File: config.mk
export PLATFORM = sky130hd
export DESIGN_NAME = cbc_bus_ctrl
export DESIGN_NICKNAME = d
export VERILOG_FILES = /design/src/cbc_pkg.sv /design/src/cbc_bus_ctrl.sv /design/src/cbc_irq_sampler.sv
export SDC_FILE = /design/constraint.sdc
export NUM_CORES = 1
export LEC_CHECK = 0
export ABC_AREA = 0
export BUFFER_PORTS_ARGS = -buffer_cell sky130_fd_sc_hd__buf_2
export CAP_MARGIN = 25
export CORE_ASPECT_RATIO = 1.4
export CORE_MARGIN = 2
export CORE_UTILIZATION = 50
export CTS_CLUSTER_SIZE = 25
export DETAILED_ROUTE_END_ITERATION = 10
export PLACE_DENSITY = 0.73
export SYNTH_ARGS = -nofsm -noshare
export SYNTH_HDL_FRONTEND = slang
export SYNTH_HIERARCHICAL = 1
export SYNTH_SLANG_ARGS = --single-unit
File: constraint.sdc
create_clock -name mclk -period 3.2 [get_ports mclk]
set_input_delay 0.64 -clock mclk [delete_from_list [all_inputs] [get_ports mclk]]
set_output_delay 0.64 -clock mclk [all_outputs]
set_load 0.005 [all_outputs]
File: src/cbc_pkg.sv
// Package for the bus-cycle controller: cycle kinds, states, carriers,
// timing counts and reset values.
// Assumes one 50 MHz clock and a synchronous active-high reset.
`default_nettype none
package cbc_pkg;

  typedef enum logic [2:0] {
    CBC_MEM_RD, CBC_MEM_WR, CBC_IO_RD, CBC_IO_WR,
    CBC_FETCH, CBC_INTA, CBC_NMI, CBC_NOP
  } cbc_cyc_t;

  typedef enum logic [2:0] {
    S_RST_GAP, S_IDLE, S_T1, S_T2, S_TW, S_T3, S_T4, S_HELD
  } cbc_state_t;

  localparam logic [1:0] CBC_ONE2 = 2'h1;
  localparam logic [1:0] CBC_ZERO2 = 2'h0;
  localparam logic [1:0] CBC_IO_AUTO_WAITS = 2'h1;
  localparam logic [1:0] CBC_INTA_AUTO_WAITS = 2'h2;
  localparam logic [1:0] CBC_RESET_GAP = 2'h3;
  localparam logic [15:0] CBC_RESET_PC = 16'h0000;
  localparam logic [15:0] CBC_NMI_PC = 16'h0066;
  localparam logic [15:0] CBC_PC_STEP = 16'h0001;
  localparam logic [6:0] CBC_RFSH_STEP = 7'h01;
  localparam logic [8:0] CBC_RFSH_PAD = 9'h000;

  typedef struct packed {
    cbc_cyc_t cyc;
    logic halt;
    logic last;
    logic [15:0] addr;
    logic [7:0] wdata;
  } cbc_cmd_t;

  typedef struct packed {
    logic [15:0] addr;
    logic addr_oe;
    logic [7:0] data;
    logic data_oe;
    logic ctl_oe;
    logic memory_request_n;
    logic io_request_n;
    logic read_strobe_n;
    logic store_strobe_n;
    logic opcode_fetch_cycle_n;
    logic refresh_n;
  } cbc_bus_t;

  typedef struct packed {
    logic valid;
    cbc_cyc_t cyc;
    logic [7:0] data;
  } cbc_resp_t;

  typedef struct packed {
    logic nmi_level;
    logic nmi_pend;
  } cbc_irq_t;

  typedef struct packed {
    cbc_state_t st;
    cbc_cyc_t cyc;
    logic [1:0] waits;
    logic [1:0] gap;
    logic [15:0] pc;
    logic [15:0] addr_q;
    logic [7:0] wdata_q;
    logic [6:0] rfsh;
    logic halted;
    logic last;
    logic halt_after;
    logic pend_nmi;
    logic pend_int;
    logic grant_n;
    cbc_bus_t bus;
    cbc_resp_t resp;
  } cbc_full_t;

  localparam cbc_bus_t CBC_BUS_FLOAT = '{
    addr: 16'h0000, addr_oe: 1'b0, data: 8'h00, data_oe: 1'b0,
    ctl_oe: 1'b0, memory_request_n: 1'b1, io_request_n: 1'b1,
    read_strobe_n: 1'b1, store_strobe_n: 1'b1,
    opcode_fetch_cycle_n: 1'b1, refresh_n: 1'b1};

  localparam cbc_irq_t CBC_IRQ_RESET = '{nmi_level: 1'b1, nmi_pend: 1'b0};

  localparam cbc_full_t CBC_FULL_RESET = '{
    st: S_RST_GAP, cyc: CBC_NOP, waits: 2'h0, gap: 2'h0,
    pc: CBC_RESET_PC, addr_q: 16'h0000, wdata_q: 8'h00, rfsh: 7'h00,
    halted: 1'b0, last: 1'b0, halt_after: 1'b0, pend_nmi: 1'b0,
    pend_int: 1'b0, grant_n: 1'b1, bus: CBC_BUS_FLOAT,
    resp: '{valid: 1'b0, cyc: CBC_NOP, data: 8'h00}};

endpackage : cbc_pkg
`default_nettype wire

File: src/cbc_bus_ctrl.sv
// Bus-cycle controller top: runs memory, I/O, fetch, interrupt
// acknowledge, unmaskable restart and halt cycles, and hands the bus over.
// Assumes a core issues cycle commands; pins are synchronous to mclk and
// the testbench resolves the three-state wires from the enables.
`timescale 1ns/1ps
`default_nettype none
module cbc_bus_ctrl (
  input wire logic mclk,
  input wire logic rst,
  input wire logic cmd_valid,
  input wire cbc_pkg::cbc_cmd_t cmd,
  output logic cmd_ready,
  output cbc_pkg::cbc_resp_t resp,
  input wire logic int_enable,
  input wire logic maskable_interrupt_n,
  input wire logic unmaskable_interrupt_n,
  input wire logic wait_n,
  input wire logic bus_request_n,
  input wire logic [7:0] data_in,
  output cbc_pkg::cbc_bus_t bus,
  output logic bus_grant_n,
  output logic stopped_indicator_n
);
  cbc_pkg::cbc_full_t s_reg;
  cbc_pkg::cbc_full_t s_next;
  logic sample;
  logic end_cyc;
  logic take_nmi;
  logic take_int;
  logic [1:0] aw;

  function automatic logic [1:0] auto_waits(input cbc_pkg::cbc_cyc_t c);
    case (c)
      cbc_pkg::CBC_IO_RD, cbc_pkg::CBC_IO_WR: begin
        auto_waits = cbc_pkg::CBC_IO_AUTO_WAITS;
      end
      cbc_pkg::CBC_INTA: begin
        auto_waits = cbc_pkg::CBC_INTA_AUTO_WAITS;
      end
      default: begin
        auto_waits = cbc_pkg::CBC_ZERO2;
      end
    endcase
  endfunction : auto_waits

  function automatic logic fetch_like(input cbc_pkg::cbc_cyc_t c);
    fetch_like = (c == cbc_pkg::CBC_FETCH) || (c == cbc_pkg::CBC_INTA) ||
                 (c == cbc_pkg::CBC_NMI) || (c == cbc_pkg::CBC_NOP);
  endfunction : fetch_like

  // Strobe pattern for a state; registered so the pins come from flops
  function automatic cbc_pkg::cbc_bus_t drive(
    input cbc_pkg::cbc_state_t st,
    input cbc_pkg::cbc_cyc_t c,
    input logic [15:0] a,
    input logic [7:0] wd,
    input logic [6:0] rf
  );
    logic is_mem;
    logic is_io;
    logic is_rd;
    logic is_wr;
    cbc_pkg::cbc_bus_t d;
    is_mem = (c == cbc_pkg::CBC_MEM_RD) || (c == cbc_pkg::CBC_MEM_WR) ||
             (c == cbc_pkg::CBC_FETCH) || (c == cbc_pkg::CBC_NMI) ||
             (c == cbc_pkg::CBC_NOP);
    is_io = (c == cbc_pkg::CBC_IO_RD) || (c == cbc_pkg::CBC_IO_WR);
    is_rd = is_mem && (c != cbc_pkg::CBC_MEM_WR) || (c == cbc_pkg::CBC_IO_RD);
    is_wr = (c == cbc_pkg::CBC_MEM_WR) || (c == cbc_pkg::CBC_IO_WR);
    d = cbc_pkg::CBC_BUS_FLOAT;
    d.ctl_oe = 1'b1;
    d.addr_oe = 1'b1;
    d.addr = a;
    d.data = wd;
    d.data_oe = is_wr && (st != cbc_pkg::S_IDLE);
    case (st)
      cbc_pkg::S_T1: begin
        d.memory_request_n = ~is_mem;
        d.read_strobe_n = ~(is_mem && is_rd);
        d.opcode_fetch_cycle_n = ~fetch_like(c);
      end
      cbc_pkg::S_T2, cbc_pkg::S_TW, cbc_pkg::S_T3: begin
        d.memory_request_n = ~is_mem;
        d.io_request_n = ~(is_io || ((c == cbc_pkg::CBC_INTA) &&
                         (st != cbc_pkg::S_T2)));
        d.read_strobe_n = ~is_rd;
        d.store_strobe_n = ~is_wr;
        d.opcode_fetch_cycle_n = ~fetch_like(c);
      end
      cbc_pkg::S_T4: begin
        d.memory_request_n = 1'b0;
        d.refresh_n = 1'b0;
        d.addr = {cbc_pkg::CBC_RFSH_PAD, rf};
      end
      default: begin
      end
    endcase
    drive = d;
  endfunction : drive

  cbc_irq_sampler u_irq (
    .mclk(mclk),
    .rst(rst),
    .unmaskable_interrupt_n(unmaskable_interrupt_n),
    .maskable_interrupt_n(maskable_interrupt_n),
    .int_enable(int_enable),
    .sample(sample),
    .take_nmi(take_nmi),
    .take_int(take_int)
  );

  // A command is taken only when no bus hand-over or interrupt is due
  assign cmd_ready = (s_reg.st == cbc_pkg::S_IDLE) && bus_request_n &&
                     !s_reg.pend_nmi && !s_reg.pend_int && !s_reg.halted &&
                     !rst;
  assign aw = auto_waits(s_reg.cyc);
  // Cycle end and sample point kept out of the state process, so the
  // sampler's answer never feeds the process that asks it
  assign end_cyc = ((s_reg.st == cbc_pkg::S_T3) && !fetch_like(s_reg.cyc)) ||
                   (s_reg.st == cbc_pkg::S_T4);
  assign sample = end_cyc && s_reg.last;
  assign resp = s_reg.resp;
  assign bus = s_reg.bus;
  assign bus_grant_n = s_reg.grant_n;
  assign stopped_indicator_n = ~s_reg.halted;

  always_comb begin
    s_next = s_reg;
    s_next.resp.valid = 1'b0;
    case (s_reg.st)
      cbc_pkg::S_RST_GAP: begin
        if (s_reg.gap == cbc_pkg::CBC_RESET_GAP - cbc_pkg::CBC_ONE2) begin
          s_next.st = cbc_pkg::S_IDLE;
        end else begin
          s_next.gap = s_reg.gap + cbc_pkg::CBC_ONE2;
        end
      end
      cbc_pkg::S_IDLE: begin
        s_next.waits = cbc_pkg::CBC_ZERO2;
        s_next.last = 1'b0;
        s_next.halt_after = 1'b0;
        s_next.addr_q = s_reg.pc;
        if (!bus_request_n) begin
          s_next.st = cbc_pkg::S_HELD;
        end else if (s_reg.pend_nmi) begin
          s_next.st = cbc_pkg::S_T1;
          s_next.cyc = cbc_pkg::CBC_NMI;
          s_next.pend_nmi = 1'b0;
        end else if (s_reg.pend_int) begin
          s_next.st = cbc_pkg::S_T1;
          s_next.cyc = cbc_pkg::CBC_INTA;
          s_next.pend_int = 1'b0;
        end else if (s_reg.halted) begin
          s_next.st = cbc_pkg::S_T1;
          s_next.cyc = cbc_pkg::CBC_NOP;
          s_next.last = 1'b1;
          s_next.halt_after = 1'b1;
        end else if (cmd_valid) begin
          s_next.st = cbc_pkg::S_T1;
          s_next.cyc = cmd.cyc;
          s_next.last = cmd.last;
          s_next.halt_after = cmd.halt;
          s_next.wdata_q = cmd.wdata;
          if (cmd.cyc != cbc_pkg::CBC_FETCH) begin
            s_next.addr_q = cmd.addr;
          end
        end
      end
      cbc_pkg::S_T1: begin
        s_next.st = cbc_pkg::S_T2;
      end
      cbc_pkg::S_T2: begin
        if (aw != cbc_pkg::CBC_ZERO2) begin
          s_next.st = cbc_pkg::S_TW;
          s_next.waits = aw - cbc_pkg::CBC_ONE2;
        end else if (!wait_n) begin
          s_next.st = cbc_pkg::S_TW;
        end else begin
          s_next.st = cbc_pkg::S_T3;
        end
      end
      cbc_pkg::S_TW: begin
        if (s_reg.waits != cbc_pkg::CBC_ZERO2) begin
          s_next.waits = s_reg.waits - cbc_pkg::CBC_ONE2;
        end else if (wait_n) begin
          s_next.st = cbc_pkg::S_T3;
        end
      end
      cbc_pkg::S_T3: begin
        s_next.resp.data = data_in;
        s_next.resp.cyc = s_reg.cyc;
        if (fetch_like(s_reg.cyc)) begin
          s_next.st = cbc_pkg::S_T4;
        end
      end
      cbc_pkg::S_T4: begin
        s_next.rfsh = s_reg.rfsh + cbc_pkg::CBC_RFSH_STEP;
      end
      cbc_pkg::S_HELD: begin
        // Held until release; the next cycle starts from idle
        if (bus_request_n) begin
          s_next.st = cbc_pkg::S_IDLE;
        end
      end
      default: begin
        s_next.st = cbc_pkg::S_IDLE;
      end
    endcase

    if (end_cyc) begin
      s_next.st = bus_request_n ? cbc_pkg::S_IDLE : cbc_pkg::S_HELD;
      s_next.resp.valid = (s_reg.cyc != cbc_pkg::CBC_NMI) &&
                          (s_reg.cyc != cbc_pkg::CBC_NOP) &&
                          (s_reg.cyc != cbc_pkg::CBC_MEM_WR) &&
                          (s_reg.cyc != cbc_pkg::CBC_IO_WR);
      if (s_reg.cyc == cbc_pkg::CBC_FETCH) begin
        s_next.pc = s_reg.pc + cbc_pkg::CBC_PC_STEP;
      end
      if (s_reg.cyc == cbc_pkg::CBC_NMI) begin
        s_next.pc = cbc_pkg::CBC_NMI_PC;
      end
      if (take_nmi) begin
        s_next.pend_nmi = 1'b1;
        s_next.halted = 1'b0;
      end else if (take_int) begin
        s_next.pend_int = 1'b1;
        s_next.halted = 1'b0;
      end else if (s_reg.last && s_reg.halt_after) begin
        s_next.halted = 1'b1;
      end
    end

    // Float in the same edge that grants, so the requester never contends
    if (s_next.st == cbc_pkg::S_HELD || s_next.st == cbc_pkg::S_RST_GAP) begin
      s_next.bus = cbc_pkg::CBC_BUS_FLOAT;
    end else begin
      s_next.bus = drive(s_next.st, s_next.cyc, s_next.addr_q,
                         s_next.wdata_q, s_reg.rfsh);
    end
    s_next.grant_n = (s_next.st != cbc_pkg::S_HELD);

    if (rst) begin
      // Held each cycle of reset: floated bus, pc at zero
      s_next = cbc_pkg::CBC_FULL_RESET;
    end
  end

  always_ff @(posedge mclk) begin
    s_reg <= s_next;
  end
endmodule : cbc_bus_ctrl
`default_nettype wire

File: src/cbc_irq_sampler.sv
// Interrupt sampler: latches unmaskable falling edges and decides, at an
// instruction end, which interrupt is taken.
// Assumes interrupt pins are synchronous to mclk.
`timescale 1ns/1ps
`default_nettype none
module cbc_irq_sampler (
  input wire logic mclk,
  input wire logic rst,
  input wire logic unmaskable_interrupt_n,
  input wire logic maskable_interrupt_n,
  input wire logic int_enable,
  input wire logic sample,
  output logic take_nmi,
  output logic take_int
);
  cbc_pkg::cbc_irq_t s_reg;
  cbc_pkg::cbc_irq_t s_next;
  logic edge_seen;

  // Only an edge counts; a held low level is not taken twice
  assign edge_seen = s_reg.nmi_level & ~unmaskable_interrupt_n;
  // Unmaskable wins and ignores the enable
  assign take_nmi = sample & s_reg.nmi_pend;
  assign take_int = sample & ~s_reg.nmi_pend & ~maskable_interrupt_n &
                    int_enable;

  always_comb begin
    s_next = s_reg;
    s_next.nmi_level = unmaskable_interrupt_n;
    // A new edge in the taking cycle survives
    s_next.nmi_pend = (s_reg.nmi_pend & ~take_nmi) | edge_seen;
    if (rst) begin
      s_next = cbc_pkg::CBC_IRQ_RESET;
    end
  end

  always_ff @(posedge mclk) begin
    s_reg <= s_next;
  end
endmodule : cbc_irq_sampler
`default_nettype wire

==> flow_summary.ini, run 1 <==
[run_status]
status = finished clean

[global_routing]
grt_pass1_wl_um = 17360
antenna_found_initial = 0
overflow = 0
grt_pass1_vias = 3739
grt_usage_pct = 20.51
grt_max_degree = 41

[worst_setup_path]
end_kind = output port
crit_family = simple AND/OR/NAND/NOR gates
critPathBufInv = 1
cp-start-kind = flip-flop
path_cells = nand4bb_2 > or2_2 > or3_1 > nor2_1 > buf_2
slowest_delay_ns = 0.76
worstPathRequired_ns = 2.56
worstSetupPathType = flip-flop to output port
crit_fanout = 23
cp_slowest_cell = dfxtp_1
worstPathArrival_ns = 2.38

[layout]
largest_register_ffs = 62
fin_util_pct = 56.42
n_antenna_cell = 0
layout-drive-gt1-share_pct = 26.59
finalNetCount = 627
area_delta_synth_final_pct = 10.64

[clock_tree]
cts_setup_buffers = 0
cts_tree = yes
numCtsBuffers = 9
cts_root_buffer = clkbuf_16
clock_sinks = 109
clkTransAtPathRegs_ns = 0.07
hold_buffers = 0
clock_path_buffers = 2
htreeDepth = 3
clk-insertion-delay-late_ns = 0.35
cts_resized = 0

[logic_synthesis]
async_flop_share_pct = 0
ys_warn_count = 6
ys_types = 69
synthTopCellsByArea = dfxtp_1, buf_4, mux2i_1, nor2_1, nand2_1
ys_ff_latch = 109
synth_area_leader_cell = dfxtp_1
synth_top_area_share_pct = 43.46
synth_top_flop_cell = dfxtp_1
syn_avg_cell_area_um2 = 9.213
synth_fp_nets = 593
netlist_area_um2 = 5021
yosysSeqAreaShare_pct = 43.46
postSynthCellCount = 545
synth_edf_count = 0

[floorplanning]
rows = 43
die_h_um = 122.6
boundaryPins = 93
start_util_pct = 51.00
core_um2 = 9846
fp.dieW_um = 88.70
die-area_um2 = 10870

[sta]
worst_pin_slew_ns = 0.7762
clock.fmax_mhz = 330.8
rsz0062_at_grt = no
period_share_pct = 94.46
finalMaxSlewViolations = 0
setup_tns_ns = 0
slew-limit-headroom_pct = 48.09
min_period_ns = 3.023
setup_violations = 0
hold_viol = 0
hold_ws_ns = 0.4525
finClkSkew_ns = 0.007916

[detailed_routing]
viasPerCell = 5.436
antenna_left = 0
num_vias = 3903
drc = 0
post_drt_wl_per_cell_um = 15.14
drt_first_iter_violations = 204
wl_um = 10870
drt-pass1-iter-count = 4

[power_and_ir_drop]
ir_worst_vdd_mv = 0.3562
power_leakage_nw = 2.147
p_per_area_nw_per_um2 = 664.2

[worst_hold_path]
hold_class = flip-flop to flip-flop

[placed_design]
gp_congestion = 0.8872
hpwlAfterDp_um = 7742
port_buffers = 92

[job]
maxCapViolations = 0
[cells by family (layout without fill, tap and decap cells)]
family / Yosys count / after routing / synth area share (%)
AO/OA/AOI/OAI: 87 / 87 / 11.94
XOR/XNOR: 17 / 17 / 2.965
adder cells (fa/ha/maj): 3 / 3 / 0.7477
buffers and inverters: 89 / 127 / 10.64
flip-flops: 109 / 109 / 43.46
multiplexers: 37 / 37 / 7.675
AND/OR/NAND/NOR: 203 / 203 / 22.58
[worst min-delay path, cell delays in order (launching register included)]
cell     delay [ns]
dfxtp_1        0.31
nand2_1        0.05
a21oi_1        0.05
[path summary, 6_finish.rpt]
check,from,end,slack [ns],depth (start not counted)
setup reg to reg,s_reg[105],bus[2],0.51,5
setup / recovery,s_reg[105],cmd_ready,0.18,5
hold reg to reg,resp[6],resp[6],0.45,2
hold / removal,resp[6],resp[6],0.45,2
[synthesized netlist by cell type (4+ instances only)]
master	n
inv_1	10
mux2i_1	25
nand2b_1	4
dfxtp_1	109
a22oi_1	7
a211oi_1	9
nor2_1	61
mux2_2	9
nand4_1	5
and3_1	6
buf_2	10
nand3b_1	6
clkbuf_1	19
nor4_2	5
buf_4	46
or2_2	6
a21oi_1	24
o21ai_1	7
xor2_1	6
nand3_1	10
nor2b_1	5
xnor2_1	11
nor4_1	17
nand2_1	40
nor4b_2	6
nor3_1	9
o21ai_0	10
o22ai_1	5
[stage by stage]
stage | power (mW) | setup WS, ns | cell area [um2] | std cells
6_report | 3.690 | 0.1774 | 5555 | 718
3_3_place_gp | 2.477 | 0.5170 | 5230 | 703
5_1_grt | 3.871 | 0.05105 | 5555 | 718
4_1_cts | 3.710 | 0.1912 | 5555 | 718
3_5_place_dp | 2.509 | 0.4681 | 5230 | 703
2_1_floorplan | 2.340 | 0.6620 | 5021 | 545
[per-layer routing]
metal | global-route usage (%) | wire length, um
met1 | 23.76 | 4382
met2 | 35.82 | 5669
met3 | 4.438 | 512
met4 | 8.617 | 305
met5 | 0 | 0
[layout by cell type, fill, tap and decap left out, types with 7 or more instances in the layout]
master	count
a22oi_1	7
o21ai_0	10
buf_2	92
a21oi_1	24
o21ai_1	7
inv_1	10
buf_4	9
nand2_1	40
xnor2_1	11
mux2i_1	25
clkbuf_16	9
mux2_2	9
a211oi_1	9
nor2_1	61
nor3_1	9
nor4_1	17
dfxtp_1	109
nand3_1	10
[area by class of cell]
type,count,area (um2)
multi-input cells,347,2310
flip-flops and latches,109,2182
well taps,135,168.9
clock inverters,3,68.82
repair buffers,101,528.0
clock buffers,12,256.5
fillers,883,4290
inverters,11,41.29
[report_power, final]
part	total [mW]	internal, mW	switching [mW]	leakage [nW]
sequential	1.57	1.47	0.102	0.882
combinational	0.916	0.355	0.561	1.11
clock	1.20	0.726	0.476	0.159
(Power assumes the default switching activity.)
==> run 2: changes to the inputs <==
Settings changed: CTS_BUF_LIST set to sky130_fd_sc_hd__clkbuf_4.
==> run 2 against run 1 <==
Net effect:
- final cell count up 0.14%
- flip-flop and latch count unchanged
- cell area down 3.1%
- largest cell class unchanged
- count of clock-buffer cells in the layout down 2
- worst hold slack worse by 0.074 ns
- first-iteration DRC count down 28%
- clock skew up 0.016 ns
- global-route usage down 0.20 points
- wire length down 2.1%
==> flow_summary.ini, run 2 (synthesized netlist as in run 1, its figures left out) <==
[clock_tree]
hold_buffers = 0
clock_sinks = 109
htreeDepth = 3
clkTransAtPathRegs_ns = 0.16
cts_resized = 0
cts_tree = yes
cts_setup_buffers = 0
clk-insertion-delay-late_ns = 0.47
cts_root_buffer = clkbuf_4
clock_path_buffers = 2
numCtsBuffers = 9

[layout]
finalNetCount = 627
layout-drive-gt1-share_pct = 26.59
final_cell_mix = dfxtp_1, buf_2, nor2_1
fin_util_pct = 54.70
largest_register_ffs = 62
final_common_cell = dfxtp_1
stdcell_area_um2 = 5385
area_delta_synth_final_pct = 7.251
fin_cells = 719

[detailed_routing]
post_drt_wl_per_cell_um = 14.80
drt_first_iter_violations = 146
num_vias = 3912
antenna_left = 0
viasPerCell = 5.441
drt-pass1-iter-count = 4
drc = 0
wl_um = 10640

[sta]
worst_pin_slew_ns = 0.7173
hold_ws_ns = 0.3788
clock.fmax_mhz = 327.2
rsz0062_at_grt = no
min_period_ns = 3.056
finalMaxSlewViolations = 0
hold_viol = 0
setup_tns_ns = 0
setup_violations = 0
period_share_pct = 95.51
finClkSkew_ns = 0.02424
setup_slack_ns = 0.1437
slew-limit-headroom_pct = 52.03

[run_status]
status = finished clean

[power_and_ir_drop]
switching_power_mw = 1.079
p_int_mw = 2.145
p_per_area_nw_per_um2 = 598.6
totalPowerFinal_mw = 3.224
clock_power_share_pct = 23.1
power_leakage_nw = 2.070
ir_worst_vdd_mv = 0.3763
comb_power_share_pct = 28.1
p_seq_share_pct = 48.8
sw_frac_of_total_pct = 33.46

[worst_setup_path]
worstSetupStartpoint = s_reg[107]
end_kind = output port
rrSetupSlack_ns = 0.61
worstPathArrival_ns = 2.42
reg2reg_from = s_reg[107]
worstSetupPathType = flip-flop to output port
r2r_cells = 6
cp-start-kind = flip-flop
crit_fanout = 22
timing.critical_path.to = cmd_ready
worstPathRequired_ns = 2.56
regToRegEndpoint = bus[26]

[floorplanning]
start_util_pct = 51.00
fp.dieW_um = 88.70
die-area_um2 = 10870
boundaryPins = 93
rows = 43
die_h_um = 122.6
core_um2 = 9846

[placed_design]
placed_cells = 703
gp_congestion = 0.8872
pre_cts_ws_ns = 0.4681
place_area_um2 = 5230
port_buffers = 92
hpwlAfterDp_um = 7742

[global_routing]
grt_pass1_wl_um = 17230
overflow = 0
grt_pass1_vias = 3747
grt_usage_pct = 20.31
grt_max_degree = 41
antenna_found_initial = 1

[worst_hold_path]
hold_class = input pin to flip-flop

[job]
maxCapViolations = 0
-- run 2: changes by cell type in the layout (fill, tap and decap cells not counted), sizes merged --
cell,previous run,this run
clkinv,1,3
diode,0,1
clkbuf,12,10
-- run 2: worst min path at each step --
stage / start / end / slack, ns / cells past startpoint
floorplan: s_reg[49] / s_reg[49] / 0.42 / 2
global placement: resp[6] / resp[6] / 0.44 / 2
detailed placement: resp[6] / resp[6] / 0.44 / 2
CTS: unmaskable_interrupt_n / u_irq/s_reg[1] / 0.36 / 2
global route: unmaskable_interrupt_n / u_irq/s_reg[1] / 0.35 / 2
finish: data_in[2] / resp[2] / 0.38 / 3
-- run 2: area by class of cell --
cell class | instances | area (um2)
Antenna cell | 1 | 2.502
Clock buffer | 10 | 75.07
Clock inverter | 5 | 76.32
Fill cell | 909 | 4461
Inverter | 11 | 41.29
Multi-Input combinational cell | 347 | 2310
Sequential cell | 109 | 2183
Tap cell | 135 | 168.9
Timing Repair Buffer | 101 | 528.0
-- run 2: power groups by stage --
stage,Clock [mW],Sequential (mW),Combinational (mW)
2_1_floorplan,0,1.54,0.796
6_report,0.745,1.57,0.906
5_1_grt,0.816,1.59,0.999
3_3_place_gp,0,1.59,0.884
4_1_cts,0.762,1.57,0.911
3_5_place_dp,0,1.60,0.910
-- run 2: worst max-delay path, stage by stage (launching register included) --
cell and delay, ns:
dfxtp_1 0.54, nand4bb_2 0.45, or2_2 0.40, or3_1 0.35, nor2_1 0.09, buf_2 0.12
-- run 2: per-layer routing --
layer / wire (um) / share of wire, % / vias to the layer above / GRT usage, %
met5: 0 / 0 / - / 0
met4: 340 / 3.2 / 0 / 10.51
met3: 486 / 4.6 / 27 / 3.564
met2: 5509 / 52 / 90 / 35.07
met1: 4306 / 40 / 1861 / 23.52
li1: - / - / 1934 / -
